$ cat src/design/conv_ctl_pkg.sv
// Constants and types shared by the converter control block
package conv_ctl_pkg;

    // ************************************************************
    // Register indices (byte address is four times the index)
    // ************************************************************
    localparam logic [7:0] IDX_ENABLE      = 8'h00;
    localparam logic [7:0] IDX_REF_CLK     = 8'h02;
    localparam logic [7:0] IDX_DELAY       = 8'h03;
    localparam logic [7:0] IDX_WIN_MODE    = 8'h04;
    localparam logic [7:0] IDX_SAMP_LEN    = 8'h05;
    localparam logic [7:0] IDX_INPUT_SEL   = 8'h06;
    localparam logic [7:0] IDX_COMMAND     = 8'h08;
    localparam logic [7:0] IDX_INT_MASK    = 8'h0A;
    localparam logic [7:0] IDX_INT_STATUS  = 8'h0B;
    localparam logic [7:0] IDX_RESULT      = 8'h10;
    localparam logic [7:0] IDX_WIN_LOW     = 8'h12;
    localparam logic [7:0] IDX_WIN_HIGH    = 8'h14;

    // ************************************************************
    // Field positions and reset values
    // ************************************************************
    localparam int SAMPLE_CAP_BIT  = 6;
    localparam int REF_LSB         = 4;
    localparam int DIV_LSB         = 0;
    localparam int STARTUP_LSB     = 5;
    localparam int AUTO_DELAY_BIT  = 4;
    localparam int GAP_LSB         = 0;
    localparam int FLAG_READY      = 0;
    localparam int FLAG_WINDOW     = 1;
    localparam logic [7:0] REG_RESET  = 8'h00;
    localparam logic [15:0] THR_RESET = 16'h0000;

    // ************************************************************
    // Codes and timing
    // ************************************************************
    localparam logic [1:0] REF_INTERNAL  = 2'h0;
    localparam logic [2:0] WIN_NONE      = 3'h0;
    localparam logic [2:0] WIN_BELOW     = 3'h1;
    localparam logic [2:0] WIN_ABOVE     = 3'h2;
    localparam logic [2:0] WIN_INSIDE    = 3'h3;
    localparam logic [2:0] WIN_OUTSIDE   = 3'h4;
    localparam logic [8:0] BASE_SAMPLE   = 9'h002;
    localparam logic [8:0] STARTUP_UNIT  = 9'h010;

    typedef struct packed {
        logic        valid;
        logic        last;
        logic [15:0] value;
    } result_s;

    typedef struct packed {
        logic       sample_cap_select;
        logic [1:0] reference_choice;
        logic [4:0] input_select;
        logic       sampling;
    } analog_ctl_s;

endpackage : conv_ctl_pkg

$ cat src/design/adc_conversion_control.sv
// Register file, clock divider and sample sequencer of the converter
//
// The implementer's own choice: the APB slave port.
`timescale 1ns/1ps
`default_nettype none

module adc_conversion_control (
    // Clock and reset
    input  wire logic                      pclk,
    input  wire logic                      presetn,
    // APB slave
    input  wire logic                      psel,
    input  wire logic                      penable,
    input  wire logic                      pwrite,
    input  wire logic [7:0]                paddr,
    input  wire logic [31:0]               pwdata,
    output logic                           pready,
    output logic [31:0]                    prdata,
    output logic                           pslverr,
    // Start and wake requests from system logic
    input  wire logic                      start_request,
    input  wire logic                      wake_request,
    // Result from converter and accumulator
    input  wire conv_ctl_pkg::result_s     result,
    // Analog front end control
    output conv_ctl_pkg::analog_ctl_s      analog_ctl,
    output logic                           conv_clock_tick,
    output logic                           busy,
    // Interrupt
    output logic                           irq
);

    // ************************************************************
    // Decoding helpers
    // ************************************************************
    function automatic logic [7:0] div_limit(input logic [2:0] code);
        div_limit = 8'((9'h002 << code) - 9'h001);
    endfunction : div_limit

    function automatic logic [8:0] startup_ticks(input logic [2:0] code);
        if (code == 3'h0 || code > 3'h5)
            startup_ticks = 9'h000;
        else
            startup_ticks = 9'(conv_ctl_pkg::STARTUP_UNIT << (code - 3'h1));
    endfunction : startup_ticks

    function automatic logic window_hit(input logic [2:0] mode,
                                        input logic [15:0] val,
                                        input logic [15:0] lo,
                                        input logic [15:0] hi);
        case (mode)
            conv_ctl_pkg::WIN_BELOW:   window_hit = val < lo;
            conv_ctl_pkg::WIN_ABOVE:   window_hit = val > hi;
            conv_ctl_pkg::WIN_INSIDE:  window_hit = (val > lo) && (val < hi);
            conv_ctl_pkg::WIN_OUTSIDE: window_hit = (val < lo) || (val > hi);
            default:                   window_hit = 1'b0;
        endcase
    endfunction : window_hit

    typedef enum {S_IDLE, S_INIT, S_GAP, S_SAMPLE, S_HOLD} seq_e;

    // ************************************************************
    // Registers
    // ************************************************************
    logic        enable;
    logic        sample_cap_select;
    logic [1:0]  reference_choice;
    logic [2:0]  converter_clock_divider;
    logic [2:0]  startup_delay;
    logic        auto_delay_variation;
    logic [3:0]  inter_sample_delay;
    logic [2:0]  window_mode;
    logic [4:0]  sample_length;
    logic [4:0]  input_select;
    logic [1:0]  int_mask;
    logic [1:0]  int_status;
    logic [15:0] window_low_threshold;
    logic [15:0] window_high_threshold;
    logic [15:0] last_result;
    logic [7:0]  div_count;
    logic [8:0]  phase_count;
    logic        need_init;
    logic        had_sample;
    seq_e        state;
    seq_e        next_state;

    // ************************************************************
    // Bus decode
    // ************************************************************
    wire         access    = psel & penable & pready;
    wire [7:0]   reg_idx   = {2'b00, paddr[7:2]};
    wire         wr        = access & pwrite;
    wire         rd        = access & ~pwrite;
    wire         wr_enable = wr & (reg_idx == conv_ctl_pkg::IDX_ENABLE);
    wire         wr_refclk = wr & (reg_idx == conv_ctl_pkg::IDX_REF_CLK);
    wire         wr_delay  = wr & (reg_idx == conv_ctl_pkg::IDX_DELAY);
    wire         wr_win    = wr & (reg_idx == conv_ctl_pkg::IDX_WIN_MODE);
    wire         wr_slen   = wr & (reg_idx == conv_ctl_pkg::IDX_SAMP_LEN);
    wire         wr_insel  = wr & (reg_idx == conv_ctl_pkg::IDX_INPUT_SEL);
    wire         wr_cmd    = wr & (reg_idx == conv_ctl_pkg::IDX_COMMAND);
    wire         wr_mask   = wr & (reg_idx == conv_ctl_pkg::IDX_INT_MASK);
    wire         wr_stat   = wr & (reg_idx == conv_ctl_pkg::IDX_INT_STATUS);
    wire         wr_low    = wr & (reg_idx == conv_ctl_pkg::IDX_WIN_LOW);
    wire         wr_high   = wr & (reg_idx == conv_ctl_pkg::IDX_WIN_HIGH);
    wire         rd_result = rd & (reg_idx == conv_ctl_pkg::IDX_RESULT);
    logic [31:0] read_mux;
    logic        mapped;

    always_comb begin
        mapped   = 1'b1;
        read_mux = 32'h0000_0000;
        case (reg_idx)
            conv_ctl_pkg::IDX_ENABLE:     read_mux[0] = enable;
            conv_ctl_pkg::IDX_REF_CLK:    read_mux[7:0] = {1'b0,
                sample_cap_select, reference_choice, 1'b0,
                converter_clock_divider};
            conv_ctl_pkg::IDX_DELAY:      read_mux[7:0] = {startup_delay,
                auto_delay_variation, inter_sample_delay};
            conv_ctl_pkg::IDX_WIN_MODE:   read_mux[2:0] = window_mode;
            conv_ctl_pkg::IDX_SAMP_LEN:   read_mux[4:0] = sample_length;
            conv_ctl_pkg::IDX_INPUT_SEL:  read_mux[4:0] = input_select;
            conv_ctl_pkg::IDX_COMMAND:    read_mux[0] = busy;
            conv_ctl_pkg::IDX_INT_MASK:   read_mux[1:0] = int_mask;
            conv_ctl_pkg::IDX_INT_STATUS: read_mux[1:0] = int_status;
            conv_ctl_pkg::IDX_RESULT:     read_mux[15:0] = last_result;
            conv_ctl_pkg::IDX_WIN_LOW:    read_mux[15:0] = window_low_threshold;
            conv_ctl_pkg::IDX_WIN_HIGH:   read_mux[15:0] = window_high_threshold;
            default:                      mapped = 1'b0;
        endcase
    end

    // One wait state so that read data and response come from flops
    always_ff @(posedge pclk or negedge presetn) begin
        if (!presetn) begin
            pready  <= 1'b0;
            prdata  <= 32'h0000_0000;
            pslverr <= 1'b0;
        end else begin
            pready  <= psel & penable & ~pready;
            prdata  <= read_mux;
            pslverr <= psel & penable & ~pready & ~mapped;
        end
    end

    // ************************************************************
    // Converter clock divider
    // ************************************************************
    wire [7:0] div_top  = div_limit(converter_clock_divider);
    wire       div_wrap = div_count >= div_top;

    always_ff @(posedge pclk or negedge presetn) begin
        if (!presetn) begin
            div_count       <= 8'h00;
            conv_clock_tick <= 1'b0;
        end else begin
            div_count       <= div_wrap ? 8'h00 : div_count + 8'h01;
            conv_clock_tick <= div_wrap;
        end
    end

    // ************************************************************
    // Sequencer
    // ************************************************************
    wire [8:0] init_len   = startup_ticks(startup_delay);
    wire [8:0] gap_len    = {5'h00, inter_sample_delay};
    wire [8:0] sample_len = conv_ctl_pkg::BASE_SAMPLE
                          + {4'h0, sample_length};
    wire       start_go   = enable & (start_request | wr_cmd & pwdata[0]);
    wire       phase_end  = conv_clock_tick & (phase_count
                          == ((state == S_INIT) ? init_len - 9'h001 :
                              (state == S_GAP)  ? gap_len - 9'h001 :
                                                  sample_len - 9'h001));
    wire       got_result = (state == S_HOLD) & result.valid;
    wire       conv_end   = got_result & result.last;
    wire       hit        = window_hit(window_mode, result.value,
                                       window_low_threshold,
                                       window_high_threshold);
    wire       gap_or_smp = (had_sample && gap_len != 9'h000);
    wire       ref_to_int = wr_refclk
                          && pwdata[conv_ctl_pkg::REF_LSB +: 2]
                             == conv_ctl_pkg::REF_INTERNAL
                          && reference_choice != conv_ctl_pkg::REF_INTERNAL;

    always_comb begin
        next_state = state;
        case (state)
            S_IDLE:
                if (start_go) begin
                    if (need_init && init_len != 9'h000)
                        next_state = S_INIT;
                    else if (gap_or_smp)
                        next_state = S_GAP;
                    else
                        next_state = S_SAMPLE;
                end
            S_INIT:   if (phase_end) next_state = S_SAMPLE;
            S_GAP:    if (phase_end) next_state = S_SAMPLE;
            S_SAMPLE: if (phase_end) next_state = S_HOLD;
            S_HOLD:
                if (conv_end)
                    next_state = S_IDLE;
                else if (got_result)
                    next_state = (gap_len != 9'h000) ? S_GAP : S_SAMPLE;
            default:  next_state = S_IDLE;
        endcase
        if (!enable)
            next_state = S_IDLE;
    end

    always_ff @(posedge pclk or negedge presetn) begin
        if (!presetn) begin
            state       <= S_IDLE;
            phase_count <= 9'h000;
            busy        <= 1'b0;
        end else begin
            state       <= next_state;
            phase_count <= (next_state != state) ? 9'h000 :
                           phase_count + {8'h00, conv_clock_tick};
            busy        <= next_state != S_IDLE;
        end
    end

    // Start-up delay is owed after enable, internal reference or wake
    always_ff @(posedge pclk or negedge presetn) begin
        if (!presetn) begin
            need_init  <= 1'b1;
            had_sample <= 1'b0;
        end else begin
            if ((wr_enable && pwdata[0] && !enable) || ref_to_int
                || wake_request)
                need_init <= 1'b1;
            else if (state == S_INIT || (state == S_IDLE && start_go))
                need_init <= 1'b0;
            if (!enable || need_init)
                had_sample <= 1'b0;
            else if (got_result)
                had_sample <= 1'b1;
        end
    end

    // ************************************************************
    // Software registers
    // ************************************************************
    always_ff @(posedge pclk or negedge presetn) begin
        if (!presetn) begin
            enable                  <= 1'b0;
            sample_cap_select       <= 1'b0;
            reference_choice        <= 2'h0;
            converter_clock_divider <= 3'h0;
            window_mode             <= 3'h0;
            sample_length           <= 5'h00;
            input_select            <= 5'h00;
            int_mask                <= 2'h0;
            window_low_threshold    <= conv_ctl_pkg::THR_RESET;
            window_high_threshold   <= conv_ctl_pkg::THR_RESET;
        end else begin
            if (wr_enable) enable <= pwdata[0];
            if (wr_refclk) begin
                sample_cap_select       <= pwdata[conv_ctl_pkg::SAMPLE_CAP_BIT];
                reference_choice        <= pwdata[conv_ctl_pkg::REF_LSB +: 2];
                converter_clock_divider <= pwdata[conv_ctl_pkg::DIV_LSB +: 3];
            end
            if (wr_win)   window_mode   <= pwdata[2:0];
            if (wr_slen)  sample_length <= pwdata[4:0];
            if (wr_insel) input_select  <= pwdata[4:0];
            if (wr_mask)  int_mask      <= pwdata[1:0];
            if (wr_low)   window_low_threshold  <= pwdata[15:0];
            if (wr_high)  window_high_threshold <= pwdata[15:0];
        end
    end

    // A software write of the delay register wins over the auto step
    always_ff @(posedge pclk or negedge presetn) begin
        if (!presetn) begin
            startup_delay        <= 3'h0;
            auto_delay_variation <= 1'b0;
            inter_sample_delay   <= 4'h0;
        end else if (wr_delay) begin
            startup_delay        <= pwdata[conv_ctl_pkg::STARTUP_LSB +: 3];
            auto_delay_variation <= pwdata[conv_ctl_pkg::AUTO_DELAY_BIT];
            inter_sample_delay   <= pwdata[conv_ctl_pkg::GAP_LSB +: 4];
        end else if (got_result && auto_delay_variation) begin
            inter_sample_delay   <= inter_sample_delay + 4'h1;
        end
    end

    // ************************************************************
    // Flags, result and interrupt
    // ************************************************************
    wire [1:0] flag_set = {conv_end & hit, conv_end};
    wire [1:0] flag_clr = (wr_stat ? pwdata[1:0] : 2'h0)
                        | {2{rd_result}};

    always_ff @(posedge pclk or negedge presetn) begin
        if (!presetn) begin
            int_status  <= 2'h0;
            last_result <= 16'h0000;
            irq         <= 1'b0;
        end else begin
            int_status  <= flag_set | (int_status & ~flag_clr);
            if (conv_end)
                last_result <= result.value;
            irq         <= |(int_status & int_mask);
        end
    end

    // Select changes only reach the mux between conversions
    always_ff @(posedge pclk or negedge presetn) begin
        if (!presetn) begin
            analog_ctl <= '0;
        end else begin
            analog_ctl.sample_cap_select <= sample_cap_select;
            analog_ctl.reference_choice  <= reference_choice;
            if (next_state == S_IDLE)
                analog_ctl.input_select  <= input_select;
            analog_ctl.sampling          <= next_state == S_SAMPLE;
        end
    end

    // ************************************************************
    // Checks
    // ************************************************************
    // Own tally of sampling ticks, kept apart from the phase counter
    logic [8:0] smp_ticks;

    always_ff @(posedge pclk or negedge presetn) begin
        if (!presetn)
            smp_ticks <= 9'h000;
        else if (state != S_SAMPLE)
            smp_ticks <= 9'h000;
        else
            smp_ticks <= smp_ticks + {8'h00, conv_clock_tick};
    end
endmodule : adc_conversion_control

`default_nettype wire

$ cat config.mk
export PLATFORM = sky130hd
export DESIGN_NAME = adc_conversion_control
export DESIGN_NICKNAME = d
export VERILOG_FILES = /design/src/design/conv_ctl_pkg.sv /design/src/design/adc_conversion_control.sv
export SDC_FILE = /design/constraint.sdc
export NUM_CORES = 1
export LEC_CHECK = 0
export BUFFER_PORTS_ARGS = -buffer_cell sky130_fd_sc_hd__buf_2
export CORE_UTILIZATION = 50
export CTS_CLUSTER_SIZE = 20
export DETAILED_ROUTE_END_ITERATION = 7
export PLACE_DENSITY = 0.75
export SYNTH_ARGS = -nofsm -noshare
export SYNTH_HDL_FRONTEND = slang
export SYNTH_SLANG_ARGS = --single-unit
$ cat constraint.sdc
create_clock -name pclk -period 4 [get_ports pclk]
set_input_delay 0.4 -clock pclk [delete_from_list [all_inputs] [get_ports pclk]]
set_output_delay 0.4 -clock pclk [all_outputs]
set_load 0.005 [all_outputs]
==> results.toml, run 1 <==
[outcome]
outcome = "complete, no violations"

[drt]
routedWlPerCell_um = 16.5
num_vias = 6338
vias_per_cell = 5.49
drc = 0
ant_nets = 0
drtIter0Drc = 461
detail_route.first_pass.iterations = 5
drt_wl_total_um = 19100

[clock_tree]
clockRootBuffer = "clkbuf_16"
ctsHoldBuffers = 0
cts.sinks = 161
clk_path_buf_depth = 2
htree_num_levels = 4
cts_buffers = 17
cts_resized = 0
clock_latency_ns = 0.43
cts_tree = "yes"
clk_pin_slew_worst_paths_ns = 0.06
cts_setup_buffers = 0

[flow_run]
maxCapViolCount = 0

[final_layout]
fillers = 1388
final_layout_size_suffix_gt1_share_pct = 23.0
seq_area_mm2 = 0.00403
final_cell_mix = "160 x dfrtp_1, 88 x nand2_1, 75 x buf_2"
fin_nets = 1034
finish.utilization_pct = 59.2
multi_input_area_mm2 = 0.00427
layout_commonest_cell = "dfrtp_1"
antenna_cells = 0
area_delta_synth_final_pct = 14.9

[floorplan]
die_area_mm2 = 0.0177
die_h_um = 133
initial_core_util_pct = 51.5
ios = 111
num_rows = 47
die_w_um = 133
coreArea_mm2 = 0.0166

[place]
gp_congestion = 0.859
post-place-ws_ns = 0.132
numPortBuffers = 76
dp.final_hpwl_um = 13700

[timing]
setup_violations = 0
timing.fmax_mhz = 266
slew_violations = 0
holdWs_ns = 0.0515
fin_ws_ns = 0.243
slew_headroom_pct = 41.2
tns_ns = 0
hold_viol = 0
fin_crit_ns = 3.76
tightest_slew_ns = 0.881
finalClockSkew_ns = 0.00774
fin_crit_sh_pct = 93.9
rsz0062_at_grt = "no"

[logic_synthesis]
synth_edf_count = 0
syn_area_per_cell_um2 = 10.6
synth-seq-cells = 161
synthFlopType = "dfrtp_1"
synthCells = 812
synth_top_area_share_pct = 46.7
yosysWarnings = 0
yosysTopAreaCell = "dfrtp_1"
netlist_area_mm2 = 0.00857
ys_seq_area_share_pct = 47.0
ys_async_sr_fraction_pct = 100
synthTopCellsByArea = "dfrtp_1 47%, mux2_2 7.9%, ha_1 6.9%, nand2_1 3.9%, mux2i_1 2.7%"
ys_types = 78

[setup_path]
r2r_slack_ns = 0.24
r2r_end = "analog_ctl[4]$_DFFE_PN0N_"
rr_worst_depth = 14
worst_ep_arrival_time_ns = 4.07
cp.required_ns = 4.31
crit_type = "reg2reg"
worstSetupEndpointType = "flop"
crit_path_cell_trace = "or3_1 > ha_1 > nor4bb_1 > a31oi_1 > a2111oi_2 > xor2_1 > a21oi_2 > nand4b_2 > a211oi_4 > buf_4 > a222oi_1 > o22a_1 > and3_2 > mux2_4"
critPathSlowestCell = "dfrtp_1"
setup.worst_path.start_class = "flop"
r2r_start = "startup_delay[2]$_DFFE_PN0P_"
cpPeakStageDelay_ns = 0.46
crit_path_max_fanout = 9

[grt]
grt_util_all_layers_pct = 23.2
first_global_vias = 6273
grt_overflow = 0
grt_start_max_net_pins = 92
antenna_found_initial = 0
grt_pass1_wl_um = 32000

[worst_hold_path]
min-delay-path-class = "in2async"

[power_and_ir_drop]
pwr_density_cell_mw_per_mm2 = 368
power.total_mw = 3.62
worst_ir_drop_vdd_v = 0.000336
p_leak_nw = 4.82
[per-stage QoR]
| stage | instance area [um^2] | std cells |
|---|---|---|
| 2_1_floorplan | 8730 | 856 |
| 3_3_place_gp | 9260 | 1123 |
| 3_5_place_dp | 9260 | 1123 |
| 4_1_cts | 9840 | 1155 |
| 5_1_grt | 9850 | 1155 |
| 6_report | 9850 | 1155 |
[how the worst max path moves through the flow]
stage                                      start                   endpoint  slack, ns
finish              startup_delay[2]$_DFFE_PN0P_  analog_ctl[4]$_DFFE_PN0N_       0.24
global route        startup_delay[2]$_DFFE_PN0P_  analog_ctl[5]$_DFFE_PN0N_       0.03
CTS                 startup_delay[2]$_DFFE_PN0P_  analog_ctl[4]$_DFFE_PN0N_       0.11
detailed placement  startup_delay[2]$_DFFE_PN0P_  analog_ctl[1]$_DFFE_PN0N_       0.13
global placement    startup_delay[2]$_DFFE_PN0P_  analog_ctl[4]$_DFFE_PN0N_       0.15
floorplan           startup_delay[2]$_DFFE_PN0P_  analog_ctl[1]$_DFFE_PN0N_       0.38
[final cells by class]
class,instances,share of cell area (%)
clock buffer,22,4.92
sequential,161,40.9
clock inverter,10,1.04
multi-input combinational,604,43.4
inverter,48,1.83
tap,220,2.79
timing repair buffer,90,5.12
[logic make-up after synthesis]
group | Yosys count | share of synthesized area [%]
other | 1 | 0.0438
flip-flops | 161 | 47.0
multiplexers | 88 | 11.4
adder cells (fa/ha/maj) | 47 | 6.86
XOR/XNOR | 29 | 3.18
AND/OR/NAND/NOR | 270 | 16.0
AO/OA/AOI/OAI | 125 | 10.2
buffers and inverters | 91 | 5.23
[layer usage]
layer  part of all wire, %  global-route usage, %  up-vias
li1                      -                      -     3032
met1                    48                   33.3     3059
met2                    44                   35.5      223
met3                   6.0                   4.21       24
met4                   1.7                   7.79        0
met5                     0                      0        -
[flip-flops by register name, indices dropped and copies added (netlist names), 8 cells and up]
signal and count:
div_count 8, analog_ctl 9, prdata 16, last_result 16
phase_count 9, state 32, window_high_threshold 16, window_low_threshold 16
[cell usage after synthesis, types with 3 or more instances]
cell type and instances:
a21o_1 13, a21oi_1 25, a221o_1 3, a221oi_1 4
a22oi_1 6, a31oi_1 4, and2_1 9, and3_1 6
and3_2 4, buf_4 17, buf_6 4, clkbuf_1 18
dfrtp_1 160, ha_1 47, inv_1 48, mux2_2 60
mux2_4 5, mux2i_1 23, nand2_1 88, nand2b_1 4
nand3_1 27, nand3b_1 6, nand4_1 10, nor2_1 52
nor2b_1 8, nor3_1 23, nor3b_1 3, nor4_1 8
o211ai_1 4, o21a_1 7, o21ai_0 26, o22ai_1 4
or3_1 5, xnor2_1 16, xor2_1 12
[critical path: cells and delay by family (launching register included)]
kind | cells | cell delay, ns
AOI/OAI and AO/OA | 6 | 1.08
xor gates and xnor gates | 1 | 0.21
adders and majority gates | 1 | 0.27
buffers and inverters | 1 | 0.17
DFF | 1 | 0.46
muxes | 1 | 0.32
and+or+nand+nor | 4 | 1.12
[power by group]
group / switching (mW) / internal [mW] / total [mW]
Sequential: 0.0446 / 1.67 / 1.72
Combinational: 0.190 / 0.123 / 0.314
Clock: 0.666 / 0.927 / 1.59
Total: 0.901 / 2.72 / 3.62
Power figures use the tool's default switching activity.
==> run 2: changes to the inputs <==
- CORE_ASPECT_RATIO: not set -> 1.2
- PLACE_DENSITY: 0.75 -> 0.77
- clock period: 4 -> 3.1 ns (I/O delays scaled with it)
==> run 2 against run 1 <==
The run now ends with negative setup slack left. Final cell count is 4.2% higher. Power up 33%. Register-to-register slack worse by 0.69 ns. Worst hold slack improved by 0.062 ns. Setup slack worse by 0.69 ns. Routed wire length rose by 5.3%. Combinational power up 38%. Die area about the same. Clock power grew 36%. Critical path depth down 1. Design area is 4.8% higher.
==> results.toml, run 2 (synthesized netlist as in run 1, its figures left out) <==
[clock_tree]
htree_num_levels = 4
cts.sinks = 161
cts_buffers = 17
cts_tree = "yes"
clockRootBuffer = "clkbuf_16"
clock_latency_ns = 0.43
clk_path_buf_depth = 2
clk_pin_slew_worst_paths_ns = 0.07

[setup_path]
setup.worst_path.start_class = "flop"
crit_path_max_fanout = 5
worst_ep_arrival_time_ns = 3.85
rr_worst_depth = 13
crit_family = "compound AO/OA/AOI/OAI gates"
cp.required_ns = 3.41
crit_path_cell_trace = "or3_4 > ha_4 > nor4bb_2 > a31oi_1 > a2111oi_2 > xor2_1 > a21oi_2 > nand4b_4 > a211oi_4 > mux2i_1 > a31o_1 > and3_4 > mux2_4"
critPathSlowestCell = "or3_4"
cp.depth = 13
r2r_slack_ns = -0.44
worstSetupEndpointType = "flop"
cpPeakStageDelay_ns = 0.40
crit_type = "reg2reg"
worst-path-buf-inv = 0

[place]
numPortBuffers = 76
post-place-ws_ns = -0.420
dp.final_hpwl_um = 14900
gp_congestion = 0.907

[grt]
antenna_found_initial = 0
first_global_vias = 6710
grt_overflow = 0
grt_start_max_net_pins = 55
grt_pass1_wl_um = 33400
grt_util_all_layers_pct = 24.6

[final_layout]
antenna_cells = 0
top_register = "state"
layout_commonest_cell = "dfrtp_1"
final_layout_size_suffix_gt1_share_pct = 27.7
largest_reg_flops = 32
finish.utilization_pct = 61.5
area_delta_synth_final_pct = 20.5
fin_nets = 1086
final_cell_mix = "160 x dfrtp_1, 88 x nand2_1, 75 x buf_2"

[power_and_ir_drop]
p_leak_nw = 5.11
pwr_density_cell_mw_per_mm2 = 466
worst_ir_drop_vdd_v = 0.000347

[timing]
tns_ns = -2.30
slew_violations = 0
fin_ws_ns = -0.443
fin_crit_ns = 3.54
hold_viol = 0
slew_headroom_pct = 43.5
fin_crit_sh_pct = 114
tightest_slew_ns = 0.846
holdWs_ns = 0.114
timing.fmax_mhz = 282
setup_violations = 9
rsz0062_at_grt = "yes"
finalClockSkew_ns = 0.00893

[drt]
routedWlPerCell_um = 16.7
drt_wl_total_um = 20100
vias_per_cell = 5.50
drtIter0Drc = 410
ant_nets = 0
num_vias = 6611
drc = 0
detail_route.first_pass.iterations = 5

[floorplan]
num_rows = 52
die_area_mm2 = 0.0177
die_h_um = 145
initial_core_util_pct = 51.1
die_w_um = 122
ios = 111
coreArea_mm2 = 0.0168

[worst_hold_path]
min-delay-path-class = "in2reg"
holdPathStages = 3

[outcome]
outcome = "complete, but fails checks"
violations = "negative setup slack"

[flow_run]
maxCapViolCount = 0
-- run 2: cell count changes in the layout (fill, tap and decap cells not counted), sizes merged --
cell	before	now
clkbuf	22	21
bufinv	1	3
dlygate4sd3	0	1
clkinvlp	5	3
buf	90	141
inv	49	50
-- run 2: layout make-up --
class                      count  area [um^2]
timing repair buffer         142          897
sequential                   161         4030
tap                          216          270
multi-input combinational    604         4330
inverter                      48          180
clock buffer                  21          470
clock inverter                11          153
fill                        1390         6460
-- run 2: report_power, final --
group	total, mW	internal, mW	switching, mW
Sequential	2.21	2.16	0.0515
Clock	2.17	1.34	0.834
Combinational	0.434	0.173	0.261
Total	4.81	3.67	1.15
-- run 2: metrics by stage --
step	instance area (um^2)	power [mW]	cells
floorplan	8770	2.50	856
CTS	10300	4.86	1203
global route	10300	5.01	1203
detailed placement	9670	2.68	1170
finish	10300	4.81	1203
global placement	9670	2.67	1170
-- run 2: routing by layer --
metal	vias to the layer above	GRT usage [%]	wire length (um)
met5	-	0	0
met1	3249	27.7	7930
met3	53	4.98	698
met2	170	43.5	10700
met4	0	12.1	782
li1	3139	-	-
-- run 2: worst reg2reg max path, delay by kind of cell, from the launching register on --
family / cells / cell delay, ns
simple gates: 4 / 1.05
mux: 2 / 0.58
compound gates: 5 / 1.13
xor+xnor: 1 / 0.13
flops: 1 / 0.38
fa+ha+maj: 1 / 0.17
-- run 2: repair_timing --
item / in CTS / in global routing
hold endpoints to repair: 43 / 0
setup buffers: 1 / 2
hold buffers: 1 / 0
resized for setup: 3 / 4
pin swaps: 1 / 7
setup endpoints to repair: 6 / 12
-- run 2: final timing paths --
path,from,to
hold / removal,result[9],last_result[9]$_DFFE_PN0P_
max in group asynchronous,presetn,need_init$_DFFE_PN1P_
hold reg to reg,sample_cap_select$_DFFE_PN0P_,analog_ctl[8]$_DFF_PN0_
min in group asynchronous,presetn,state[5]$_DFF_PN0_
setup / recovery,startup_delay[2]$_DFFE_PN0P_,analog_ctl[4]$_DFFE_PN0N_
setup reg to reg,startup_delay[2]$_DFFE_PN0P_,analog_ctl[4]$_DFFE_PN0N_
